File: src/core/pin_select_pkg.sv
// Shared constants for the port pin direction and function-select block.
package pin_select_pkg;

  // ==========================================================================
  // Sizes
  localparam int NUM_REGS = 16;
  localparam int NUM_SLOTS = 9;
  localparam int IDX_W = 4;

  // ==========================================================================
  // Register offsets
  localparam logic [7:0] OFF_PORT0_DIR = 8'h02;
  localparam logic [7:0] OFF_PORT2_DIR = 8'h08;
  localparam logic [7:0] OFF_PORT2_FUNC = 8'h09;
  localparam logic [7:0] OFF_PORT3_DIR = 8'h0A;
  localparam logic [7:0] OFF_PORT3_FUNC = 8'h0B;
  localparam logic [7:0] OFF_PORT4_DIR = 8'h0E;
  localparam logic [7:0] OFF_PORT4_FUNC = 8'h0F;
  localparam logic [7:0] OFF_PORT5_DIR = 8'h10;
  localparam logic [7:0] OFF_PORT5_FUNC = 8'h11;
  localparam logic [7:0] OFF_PORT6_FUNC = 8'h15;
  localparam logic [7:0] OFF_PORT7_DIR = 8'h16;
  localparam logic [7:0] OFF_PORT7_FUNC = 8'h17;
  localparam logic [7:0] OFF_PORT8_DIR = 8'h1A;
  localparam logic [7:0] OFF_PORT8_FUNC = 8'h1B;
  localparam logic [7:0] OFF_PORT9_DIR = 8'h1C;
  localparam logic [7:0] OFF_PORT9_FUNC = 8'h1D;
  localparam logic [7:0] OFF_STATUS = 8'h3F;

  // Register index order in the bank.
  localparam logic [7:0] REG_OFFSET [NUM_REGS] = '{
    OFF_PORT0_DIR, OFF_PORT2_DIR, OFF_PORT2_FUNC, OFF_PORT3_DIR,
    OFF_PORT3_FUNC, OFF_PORT4_DIR, OFF_PORT4_FUNC, OFF_PORT5_DIR,
    OFF_PORT5_FUNC, OFF_PORT6_FUNC, OFF_PORT7_DIR, OFF_PORT7_FUNC,
    OFF_PORT8_DIR, OFF_PORT8_FUNC, OFF_PORT9_DIR, OFF_PORT9_FUNC};

  // ==========================================================================
  // Implemented bits of each register, in bank order
  localparam logic [7:0] WMASK [NUM_REGS] = '{
    8'hFF, 8'hFF, 8'hFF, 8'hFF, 8'hFF, 8'hFF, 8'hFF, 8'hFC,
    8'h9F, 8'h0F, 8'h3F, 8'h36, 8'hFF, 8'h6D, 8'h7F, 8'hCF};
  localparam logic [7:0] REG_RESET = 8'h00;

  // ==========================================================================
  // Per pin slot: slots 0..8 are ports 0, 2, 3, 4, 5, 6, 7, 8, 9
  localparam int SLOT_PORT0 = 0;
  localparam int SLOT_PORT3 = 2;
  localparam int SLOT_PORT4 = 3;
  localparam int SLOT_PORT5 = 4;
  localparam int SLOT_PORT8 = 7;
  localparam int SLOT_PORT9 = 8;
  localparam int DIR_IDX [NUM_SLOTS] = '{0, 1, 3, 5, 7, 0, 10, 12, 14};
  localparam int FUNC_IDX [NUM_SLOTS] = '{0, 2, 4, 6, 8, 9, 11, 13, 15};
  localparam logic [7:0] DIR_MASK [NUM_SLOTS] = '{
    8'hFF, 8'hFF, 8'hFF, 8'hFF, 8'hFC, 8'h00, 8'h3F, 8'hFF, 8'h7F};
  localparam logic [7:0] FUNC_MASK [NUM_SLOTS] = '{
    8'h00, 8'hFF, 8'hFF, 8'hFF, 8'h9F, 8'h0F, 8'h36, 8'h6D, 8'hCF};
  // Pins taken over by the bus in the external-ROM variant.
  localparam logic [7:0] FORCE_MASK [NUM_SLOTS] = '{
    8'hFF, 8'h00, 8'hFF, 8'hFF, 8'h03, 8'h00, 8'h00, 8'h00, 8'h00};

  // ==========================================================================
  // Status register fields
  localparam int ST_EXT_ROM = 0;
  localparam int ST_ADDR_ROLE = 1;
  localparam int ST_STROBE_ROLE = 2;

endpackage

File: src/core/cfg_bank_if.sv
// Write port and register contents between the decoder and the register bank.
`timescale 1ns/1ps
interface cfg_bank_if;
  logic we;
  logic [pin_select_pkg::IDX_W-1:0] widx;
  logic [7:0] wdata;
  logic [pin_select_pkg::NUM_REGS-1:0][7:0] regs;

  modport ctrl (output we, output widx, output wdata, input regs);
  modport bank (input we, input widx, input wdata, output regs);
endinterface

File: src/core/cfg_reg_bank.sv
// Bank of write-only direction and function-select registers.
`timescale 1ns/1ps
module cfg_reg_bank (
  input wire logic mclk_i,
  input wire logic rst_i,
  cfg_bank_if.bank cfg
);

  // ==========================================================================
  // One byte register per bank entry
  // Unimplemented bits are masked on write so they always hold zero.
  for (genvar i = 0; i < pin_select_pkg::NUM_REGS; i++) begin : g_reg
    localparam logic [pin_select_pkg::IDX_W-1:0] BANK_IDX = pin_select_pkg::IDX_W'(i);
    logic [7:0] val_q;

    always_ff @(posedge mclk_i) begin
      if (rst_i) begin
        val_q <= pin_select_pkg::REG_RESET;
      end else if (cfg.we && (cfg.widx == BANK_IDX)) begin
        val_q <= cfg.wdata & pin_select_pkg::WMASK[i];
      end
    end

    assign cfg.regs[i] = val_q;
  end

endmodule

File: src/core/port_pin_function_select.sv
// Direction and function-select logic for the parallel port pins.
//
// The plain strobed port was decided locally.
`timescale 1ns/1ps
// ============================================================================
// Overview of operation
// - External-ROM variant: port 0 always data bus.
// - External-ROM variant: ports 3, 4 drive address.
// - External-ROM variant: port 5 pins 0, 1 strobe outputs.
// - Forced bus roles override direction, function writes.
// ============================================================================
module port_pin_function_select #(
  parameter bit EXT_ROM_VARIANT = 1'b0
) (
  input wire logic mclk_i,
  input wire logic rst_i,
  input wire logic [7:0] addr_i,
  input wire logic [7:0] wr_data_i,
  input wire logic wr_i,
  input wire logic rd_i,
  output logic [7:0] rd_data_o,
  input wire logic bus_dout_en_i,
  input wire logic [8:0][7:0] port_data_i,
  input wire logic [8:0][7:0] alt_data_i,
  output logic [8:0][7:0] pin_do_o,
  output logic [8:0][7:0] pin_oe_o,
  output logic [8:0][7:0] func_sel_o,
  output logic data_bus_mode_o
);

  // ==========================================================================
  // Address decode

  // Returns the hit flag in the top bit and the bank index below it.
  function automatic logic [pin_select_pkg::IDX_W:0] reg_lookup(
    input logic [7:0] a
  );
    logic [pin_select_pkg::IDX_W:0] r;
    r = '0;
    for (int i = 0; i < pin_select_pkg::NUM_REGS; i++) begin
      if (a == pin_select_pkg::REG_OFFSET[i]) begin
        r = {1'b1, i[pin_select_pkg::IDX_W-1:0]};
      end
    end
    return r;
  endfunction

  logic [pin_select_pkg::IDX_W:0] wr_hit;
  logic ext_rom;

  assign wr_hit = reg_lookup(addr_i);
  assign ext_rom = EXT_ROM_VARIANT;

  // ==========================================================================
  // Register bank

  cfg_bank_if cfg ();

  // Writes reach the bank whatever the variant; forcing is applied downstream
  // so a later variant change would still see software's values.
  assign cfg.we = wr_i && wr_hit[pin_select_pkg::IDX_W];
  assign cfg.widx = wr_hit[pin_select_pkg::IDX_W-1:0];
  assign cfg.wdata = wr_data_i;

  cfg_reg_bank u_bank (
    .mclk_i(mclk_i),
    .rst_i(rst_i),
    .cfg(cfg)
  );

  // ==========================================================================
  // Per-slot pin resolution

  logic [8:0][7:0] oe_d;
  logic [8:0][7:0] func_d;
  logic [8:0][7:0] do_d;

  for (genvar s = 0; s < pin_select_pkg::NUM_SLOTS; s++) begin : g_slot
    logic [7:0] raw_dir;
    logic [7:0] raw_func;
    logic [7:0] nat_oe;
    logic [7:0] forced;
    logic [7:0] force_oe;

    // Pins with no direction bit drive exactly when their shared role is on.
    assign raw_dir = cfg.regs[pin_select_pkg::DIR_IDX[s]] & pin_select_pkg::DIR_MASK[s];
    assign raw_func = cfg.regs[pin_select_pkg::FUNC_IDX[s]] & pin_select_pkg::FUNC_MASK[s];
    assign nat_oe = raw_dir | (raw_func & ~pin_select_pkg::DIR_MASK[s]);

    assign forced = ext_rom ? pin_select_pkg::FORCE_MASK[s] : 8'h00;

    // The data bus turns round under bus control; address and strobes always drive.
    if (s == pin_select_pkg::SLOT_PORT0) begin : g_data_bus
      assign force_oe = {8{bus_dout_en_i}};
    end else begin : g_addr_strobe
      assign force_oe = 8'hFF;
    end

    assign oe_d[s] = (nat_oe & ~forced) | (forced & force_oe);
    assign func_d[s] = (raw_func & ~forced) | forced;
    assign do_d[s] = (func_d[s] & alt_data_i[s]) | (~func_d[s] & port_data_i[s]);
  end

  // ==========================================================================
  // Pin outputs

  logic [8:0][7:0] pin_do_q;
  logic [8:0][7:0] pin_oe_q;
  logic [8:0][7:0] func_sel_q;

  // A register stage on the pin side keeps the decode glitch-free at the pads.
  always_ff @(posedge mclk_i) begin
    if (rst_i) begin
      pin_oe_q <= '0;
    end else begin
      pin_oe_q <= oe_d;
    end
  end

  always_ff @(posedge mclk_i) begin
    if (rst_i) begin
      func_sel_q <= '0;
    end else begin
      func_sel_q <= func_d;
    end
  end

  always_ff @(posedge mclk_i) begin
    if (rst_i) begin
      pin_do_q <= '0;
    end else begin
      pin_do_q <= do_d;
    end
  end

  assign pin_do_o = pin_do_q;
  assign pin_oe_o = pin_oe_q;
  assign func_sel_o = func_sel_q;
  assign data_bus_mode_o = ext_rom;

  // ==========================================================================
  // Status and read-back

  logic [7:0] status;
  logic [7:0] rd_data_q;

  always_comb begin
    status = 8'h00;
    status[pin_select_pkg::ST_EXT_ROM] = ext_rom;
    status[pin_select_pkg::ST_ADDR_ROLE] =
      |{func_sel_q[pin_select_pkg::SLOT_PORT3], func_sel_q[pin_select_pkg::SLOT_PORT4]};
    status[pin_select_pkg::ST_STROBE_ROLE] = |func_sel_q[pin_select_pkg::SLOT_PORT5][1:0];
  end

  // The control registers are write-only, so only the status word reads back.
  always_ff @(posedge mclk_i) begin
    if (rst_i) begin
      rd_data_q <= 8'h00;
    end else if (rd_i && (addr_i == pin_select_pkg::OFF_STATUS)) begin
      rd_data_q <= status;
    end else begin
      rd_data_q <= 8'h00;
    end
  end

  assign rd_data_o = rd_data_q;

  // ==========================================================================
  // Checks

  a_port0_data_bus: assert property (
    @(posedge mclk_i) disable iff (rst_i)
    (ext_rom && !$past(rst_i)) |=>
      (func_sel_o[pin_select_pkg::SLOT_PORT0] == 8'hFF)
      && (pin_oe_o[pin_select_pkg::SLOT_PORT0] == {8{$past(bus_dout_en_i)}})
  ) else $error("port 0 left the data bus role");

  a_port0_write_blocked: assert property (
    @(posedge mclk_i) disable iff (rst_i)
    (ext_rom && wr_i && addr_i == pin_select_pkg::OFF_PORT0_DIR && !bus_dout_en_i)
      ##1 !bus_dout_en_i |->
      ##1 pin_oe_o[pin_select_pkg::SLOT_PORT0] == 8'h00
  ) else $error("port 0 direction write reached the pins");

  a_addr_bus_drive: assert property (
    @(posedge mclk_i) disable iff (rst_i)
    ext_rom ##1 ext_rom |->
      (pin_oe_o[pin_select_pkg::SLOT_PORT3] == 8'hFF)
      && (pin_oe_o[pin_select_pkg::SLOT_PORT4] == 8'hFF)
      && (func_sel_o[pin_select_pkg::SLOT_PORT4] == 8'hFF)
  ) else $error("address bus pins not driven");

  a_addr_bus_data: assert property (
    @(posedge mclk_i) disable iff (rst_i)
    ext_rom |=>
      pin_do_o[pin_select_pkg::SLOT_PORT3] == $past(alt_data_i[pin_select_pkg::SLOT_PORT3])
  ) else $error("address bus does not carry the address");

  a_strobe_pins: assert property (
    @(posedge mclk_i) disable iff (rst_i)
    ext_rom |=>
      (pin_oe_o[pin_select_pkg::SLOT_PORT5][1:0] == 2'h3)
      && (pin_do_o[pin_select_pkg::SLOT_PORT5][1:0]
        == $past(alt_data_i[pin_select_pkg::SLOT_PORT5][1:0]))
  ) else $error("strobe pins not driven by the bus strobes");

  a_force_override: assert property (
    @(posedge mclk_i) disable iff (rst_i)
    (ext_rom && wr_i && addr_i == pin_select_pkg::OFF_PORT5_FUNC) |->
      ##2 (func_sel_o[pin_select_pkg::SLOT_PORT5][1:0] == 2'h3)
      && (func_sel_o[pin_select_pkg::SLOT_PORT5][7:2]
        == (($past(wr_data_i, 2) >> 2) & (pin_select_pkg::WMASK[8] >> 2)))
  ) else $error("strobe select write not overridden");

  a_dir_write_out: assert property (
    @(posedge mclk_i) disable iff (rst_i)
    (!ext_rom && wr_i && addr_i == pin_select_pkg::OFF_PORT3_DIR)
      ##1 !(wr_i && addr_i == pin_select_pkg::OFF_PORT3_DIR) |->
      ##1 pin_oe_o[pin_select_pkg::SLOT_PORT3] == $past(wr_data_i, 2)
  ) else $error("direction write did not set the output enables");

  a_func_selects_alt: assert property (
    @(posedge mclk_i) disable iff (rst_i)
    func_d[pin_select_pkg::SLOT_PORT8][0] |=>
      pin_do_o[pin_select_pkg::SLOT_PORT8][0] == $past(alt_data_i[pin_select_pkg::SLOT_PORT8][0])
  ) else $error("shared role bit did not select the role data");

  a_reset_inputs: assert property (
    @(posedge mclk_i)
    rst_i |=> (pin_oe_o[pin_select_pkg::SLOT_PORT9] == 8'h00)
      && (func_sel_o[pin_select_pkg::SLOT_PORT9] == 8'h00)
  ) else $error("pins not inputs after reset");

  a_status_read: assert property (
    @(posedge mclk_i) disable iff (rst_i)
    (rd_i && addr_i == pin_select_pkg::OFF_STATUS) |=>
      rd_data_o[pin_select_pkg::ST_EXT_ROM] == ext_rom
  ) else $error("status read wrong");

  a_wo_read_zero: assert property (
    @(posedge mclk_i) disable iff (rst_i)
    !(rd_i && addr_i == pin_select_pkg::OFF_STATUS) |=> rd_data_o == 8'h00
  ) else $error("read data outside a status read");

  // The checks below pin down the forced address and strobe roles and the plain write paths of ports 0, 4, 5, 8 and 9 on their own,
  // so a wrong mask shows up at the register that owns it.

  a_addr_func_forced: assert property (
    @(posedge mclk_i) disable iff (rst_i)
    ext_rom |=>
      (func_sel_o[pin_select_pkg::SLOT_PORT3] == 8'hFF)
      && (pin_do_o[pin_select_pkg::SLOT_PORT4]
        == $past(alt_data_i[pin_select_pkg::SLOT_PORT4]))
  ) else $error("address pins left the address role");

  a_strobe_func_forced: assert property (
    @(posedge mclk_i) disable iff (rst_i)
    ext_rom |=> func_sel_o[pin_select_pkg::SLOT_PORT5][1:0] == 2'h3
  ) else $error("strobe pins left the strobe role");

  a_port3_write_ignored: assert property (
    @(posedge mclk_i) disable iff (rst_i)
    (ext_rom && wr_i
      && (addr_i == pin_select_pkg::OFF_PORT3_DIR || addr_i == pin_select_pkg::OFF_PORT3_FUNC))
      |-> ##2 ((pin_oe_o[pin_select_pkg::SLOT_PORT3] == 8'hFF)
      && (func_sel_o[pin_select_pkg::SLOT_PORT3] == 8'hFF))
  ) else $error("port 3 write reached the address pins");

  a_port4_write_ignored: assert property (
    @(posedge mclk_i) disable iff (rst_i)
    (ext_rom && wr_i
      && (addr_i == pin_select_pkg::OFF_PORT4_DIR || addr_i == pin_select_pkg::OFF_PORT4_FUNC))
      |-> ##2 ((pin_oe_o[pin_select_pkg::SLOT_PORT4] == 8'hFF)
      && (func_sel_o[pin_select_pkg::SLOT_PORT4] == 8'hFF))
  ) else $error("port 4 write reached the address pins");

  a_port0_dir_plain: assert property (
    @(posedge mclk_i) disable iff (rst_i)
    (!ext_rom && wr_i && addr_i == pin_select_pkg::OFF_PORT0_DIR)
      ##1 !(wr_i && addr_i == pin_select_pkg::OFF_PORT0_DIR) |->
      ##1 pin_oe_o[pin_select_pkg::SLOT_PORT0] == $past(wr_data_i, 2)
  ) else $error("port 0 direction write did not reach the pins");

  a_port4_dir_plain: assert property (
    @(posedge mclk_i) disable iff (rst_i)
    (!ext_rom && wr_i && addr_i == pin_select_pkg::OFF_PORT4_DIR)
      ##1 !(wr_i && addr_i == pin_select_pkg::OFF_PORT4_DIR) |->
      ##1 pin_oe_o[pin_select_pkg::SLOT_PORT4] == $past(wr_data_i, 2)
  ) else $error("port 4 direction write did not reach the pins");

  a_port8_dir_out: assert property (
    @(posedge mclk_i) disable iff (rst_i)
    (!ext_rom && wr_i && addr_i == pin_select_pkg::OFF_PORT8_DIR)
      ##1 !(wr_i && addr_i == pin_select_pkg::OFF_PORT8_DIR) |->
      ##1 pin_oe_o[pin_select_pkg::SLOT_PORT8] == $past(wr_data_i, 2)
  ) else $error("port 8 direction write did not reach the pins");

  a_port9_dir_out: assert property (
    @(posedge mclk_i) disable iff (rst_i)
    (!ext_rom && wr_i && addr_i == pin_select_pkg::OFF_PORT9_DIR)
      ##1 !(wr_i && addr_i == pin_select_pkg::OFF_PORT9_DIR) |->
      ##1 (pin_oe_o[pin_select_pkg::SLOT_PORT9]
        & pin_select_pkg::DIR_MASK[pin_select_pkg::SLOT_PORT9])
        == ($past(wr_data_i, 2) & pin_select_pkg::DIR_MASK[pin_select_pkg::SLOT_PORT9])
  ) else $error("port 9 direction write did not reach the pins");

  a_strobe_func_plain: assert property (
    @(posedge mclk_i) disable iff (rst_i)
    (!ext_rom && wr_i && addr_i == pin_select_pkg::OFF_PORT5_FUNC)
      ##1 !(wr_i && addr_i == pin_select_pkg::OFF_PORT5_FUNC) |->
      ##1 func_sel_o[pin_select_pkg::SLOT_PORT5]
        == ($past(wr_data_i, 2) & pin_select_pkg::FUNC_MASK[pin_select_pkg::SLOT_PORT5])
  ) else $error("port 5 function write did not reach the pins");

  a_port8_func_plain: assert property (
    @(posedge mclk_i) disable iff (rst_i)
    (!ext_rom && wr_i && addr_i == pin_select_pkg::OFF_PORT8_FUNC)
      ##1 !(wr_i && addr_i == pin_select_pkg::OFF_PORT8_FUNC) |->
      ##1 func_sel_o[pin_select_pkg::SLOT_PORT8]
        == ($past(wr_data_i, 2) & pin_select_pkg::FUNC_MASK[pin_select_pkg::SLOT_PORT8])
  ) else $error("port 8 function write did not reach the pins");

  a_port9_func_plain: assert property (
    @(posedge mclk_i) disable iff (rst_i)
    (!ext_rom && wr_i && addr_i == pin_select_pkg::OFF_PORT9_FUNC)
      ##1 !(wr_i && addr_i == pin_select_pkg::OFF_PORT9_FUNC) |->
      ##1 func_sel_o[pin_select_pkg::SLOT_PORT9]
        == ($past(wr_data_i, 2) & pin_select_pkg::FUNC_MASK[pin_select_pkg::SLOT_PORT9])
  ) else $error("port 9 function write did not reach the pins");

  a_strobe_drive_plain: assert property (
    @(posedge mclk_i) disable iff (rst_i)
    !ext_rom |->
      pin_oe_o[pin_select_pkg::SLOT_PORT5][1:0] == func_sel_o[pin_select_pkg::SLOT_PORT5][1:0]
  ) else $error("strobe pins drive without their role");

  a_func_selects_port: assert property (
    @(posedge mclk_i) disable iff (rst_i)
    !func_d[pin_select_pkg::SLOT_PORT8][0] |=>
      pin_do_o[pin_select_pkg::SLOT_PORT8][0]
        == $past(port_data_i[pin_select_pkg::SLOT_PORT8][0])
  ) else $error("plain port bit did not select the port data");

  a_reset_all_clear: assert property (
    @(posedge mclk_i)
    rst_i |=> (pin_oe_o == '0) && (func_sel_o == '0) && (pin_do_o == '0)
      && (rd_data_o == 8'h00)
  ) else $error("outputs not cleared by reset");

  a_port0_no_role: assert property (
    @(posedge mclk_i) disable iff (rst_i)
    !ext_rom |-> func_sel_o[pin_select_pkg::SLOT_PORT0] == 8'h00
  ) else $error("port 0 took a shared role in the plain part");

endmodule

File: config.mk
export PLATFORM = sky130hd
export DESIGN_NAME = port_pin_function_select
export DESIGN_NICKNAME = d
export VERILOG_FILES = /design/src/core/pin_select_pkg.sv /design/src/core/cfg_bank_if.sv /design/src/core/cfg_reg_bank.sv /design/src/core/port_pin_function_select.sv
export SDC_FILE = /design/constraint.sdc
export NUM_CORES = 1
export LEC_CHECK = 0
export BUFFER_PORTS_ARGS = -buffer_cell sky130_fd_sc_hd__buf_4
export CORE_AREA = 2 2 152 154
export CTS_BUF_LIST = sky130_fd_sc_hd__clkbuf_4 sky130_fd_sc_hd__clkbuf_8 sky130_fd_sc_hd__clkbuf_16
export DETAILED_ROUTE_END_ITERATION = 10
export DIE_AREA = 0 0 154 156
export PLACE_DENSITY = 0.76
export SLEW_MARGIN = 10
export SYNTH_ARGS = -nofsm -noshare
export SYNTH_HDL_FRONTEND = slang
export SYNTH_HIERARCHICAL = 1
export SYNTH_SLANG_ARGS = --single-unit
File: constraint.sdc
create_clock -name mclk_i -period 4.9 [get_ports mclk_i]
set_input_delay 0.98 -clock mclk_i [delete_from_list [all_inputs] [get_ports mclk_i]]
set_output_delay 0.98 -clock mclk_i [all_outputs]
set_load 0.005 [all_outputs]
==> impl_metrics.py <==
metrics = {
    "placement": {
        "dpl.hpwl_um": 16500,
        "place.gp.congestion": 0.768,
        "dpl_cell_area_um2": 12600,
        "placed_cells": 1473,
        "port-buffer-count": 329,
    },
    "outcome": {
        "outcome": "complete, no violations",
    },
    "floorplan": {
        "die-width_um": 154,
        "die_y_um": 156,
        "placementRows": 55,
        "pin_count": 390,
        "core_footprint_um2": 22400,
        "start_util_pct": 46.0,
        "die_footprint_um2": 24000,
    },
    "worst_setup_path": {
        "arrival_ps": 3070,
        "worstPathBufferInverterCount": 1,
        "setup.worst_path.end_class": "flop",
        "critical-path-slowest-cell": "o22ai_1",
        "crit_chain": "buf_4 > nor3_2 > nand2_1 > o22ai_1 > and2b_1 > nand2_1 > mux2i_1",
        "max_stage_delay_ps": 630,
        "startpoint_type": "primary input",
        "worst_path_dominant_cell_family": "simple AND/OR/NAND/NOR gates",
        "cp_max_fo": 7,
        "crit_top_cell": "nand2_1",
        "cp_data_required_time_ps": 5260,
        "critical_path_class": "in -> reg",
    },
    "global_route": {
        "first_global_vias": 6759,
        "grt_pass1_wl_um": 36100,
        "grt_overflow_total": 0,
        "grt.total_usage_pct": 18.9,
        "grt_antenna_before_repair": 0,
        "pin_count_of_the_biggest_net_entering_global_routing": 154,
    },
    "timing": {
        "setup_viol": 0,
        "tightestPinTransition_ps": 1140,
        "final.setup.tns_ps": 0,
        "fin_crit_ps": 2710,
        "hold_slack_ps": 462,
        "finalHoldViolations": 0,
        "final_min_period_over_clock_period_pct": 55.4,
        "rsz0062_at_grt": "false",
        "timing.fmax_ghz": 0.369,
        "fin_clk_skew_ps": 15.2,
        "relative_slew_slack_pct": 24.3,
        "slew_violations": 0,
    },
    "yosys": {
        "synthCells": 920,
        "synth.avg_cell_area_um2": 11.2,
        "ys.warnings.count": 6,
        "post_synth_instance_area_um2": 10300,
    },
    "clock_tree": {
        "path_clk_slew_ps": 60,
        "clock_tree.htree_level_count": 1,
        "cts.hold.buffers_added": 0,
        "cts.root.buffer_cell": "clkbuf_16",
        "clock_latency_ps": 540,
        "tritoncts": "built",
        "clock_path_buffers": 3,
        "post-cts-setup-buffer-count": 0,
        "clock_sink_count": 290,
        "post_cts_resized": 0,
        "cts-buffers-inserted": 29,
    },
    "power": {
        "power_per_cell_area_nw_per_um2": 373,
        "power.leakage_nw": 6.52,
        "vdd_drop_max_mv": 0.289,
    },
    "route": {
        "met1_wire_length_um": 10200,
        "routed_wirelength_um": 24000,
        "drc": 0,
        "top_layer_used": "met4",
        "drt_pre_antenna_iters": 5,
        "drt.antenna.violating_nets": 0,
        "routed-via-count": 6954,
        "detailedRoute.firstIterationViolations": 217,
        "routed_wire_length_per_instance_um": 15.7,
        "detailroute.wirelength.met3_um": 1790,
        "route.detailed.vias_per_inst": 4.55,
        "wl_met2_um": 11600,
    },
    "final_layout": {
        "layout-drive-gt1-share_pct": 33.1,
        "postLayoutCellArea_um2": 13700,
        "synthToLayoutAreaGrowth_pct": 33.6,
        "n_antenna_cell": 0,
        "fin_nets": 1384,
        "post_layout_nonfiller_instances": 1527,
        "fill_cells": 1844,
    },
    "flow_run": {
        "max-cap-violations": 0,
    },
    "hold_path": {
        "hold_path.class": "reg -> reg",
    },
}
metal layers:
layer  vias to the layer above  global-route usage, %
met5                         -                      0
met4                         0                   4.58
met3                        38                   5.11
met2                       229                   32.5
met1                      3196                   23.8
li1                       3491                      -
through the flow:
step / util, % / power, mW / setup WS [ps]
after detailed placement: 56.5 / 2.73 / 1660
after floorplan: - / 2.59 / 2240
after global placement: 56.5 / 2.73 / 1730
after CTS: 61.4 / 5.17 / 2210
final: 61.4 / 5.12 / 2190
after global routing: 61.4 / 5.30 / 2090
report_power, final:
part / switching, mW / internal [mW]
clock network: 0.912 / 1.53
logic: 0.127 / 0.153
registers: 0.00885 / 2.39
worst register-to-register path, delay by kind of cell (launching register included):
family           cells  cell delay (ps)
AND/OR/NAND/NOR      3              720
flip-flops           1              320
cells in the final DEF (no fill, tap or decap), types with 3 or more instances in the layout:
master and instances:
nor2b_1 132, nand2_1 6, a21oi_1 5, mux2i_1 159
and2_4 3, clkinv_2 6, dfxtp_1 290, nor3_1 4
conb_1 36, nand3_2 3, o22ai_1 3, nor4_1 4
clkbuf_16 29, buf_4 331, nor2_1 52, nand2b_1 117
bufinv_16 6, clkbuf_8 9, nand2_2 10
registers in the layout, summed over array words and instances (netlist names):
signal,flops
func_sel_o,45
u_bank/g.val_q,108
rd_data_o,2
pin_oe_o,63
pin_do_o,72
layout make-up:
cell class | instances | area (um2) | share of cell area, %
Timing Repair Buffer | 332 | 2500 | 18.2
Multi-Input combinational cell | 564 | 3980 | 29.0
Clock inverter | 16 | 243 | 1.77
Clock buffer | 38 | 843 | 6.14
Inverter | 2 | 7.51 | 0.0547
Tap cell | 285 | 357 | 2.60
Sequential cell | 290 | 5810 | 42.3
worst paths after layout:
kind / start / endpoint / slack [ps] / cells after the start
max: addr_i[7] / u_bank/g_reg[9].val_q[1] / 2190 / 7
min: u_bank/g_reg[5].val_q[0] / pin_oe_o[24] / 460 / 1
max reg2reg: func_sel_o[18] / rd_data_o[1] / 3770 / 3
min reg2reg: u_bank/g_reg[5].val_q[0] / pin_oe_o[24] / 460 / 1
No activity file was read; power rests on OpenSTA's default activity.
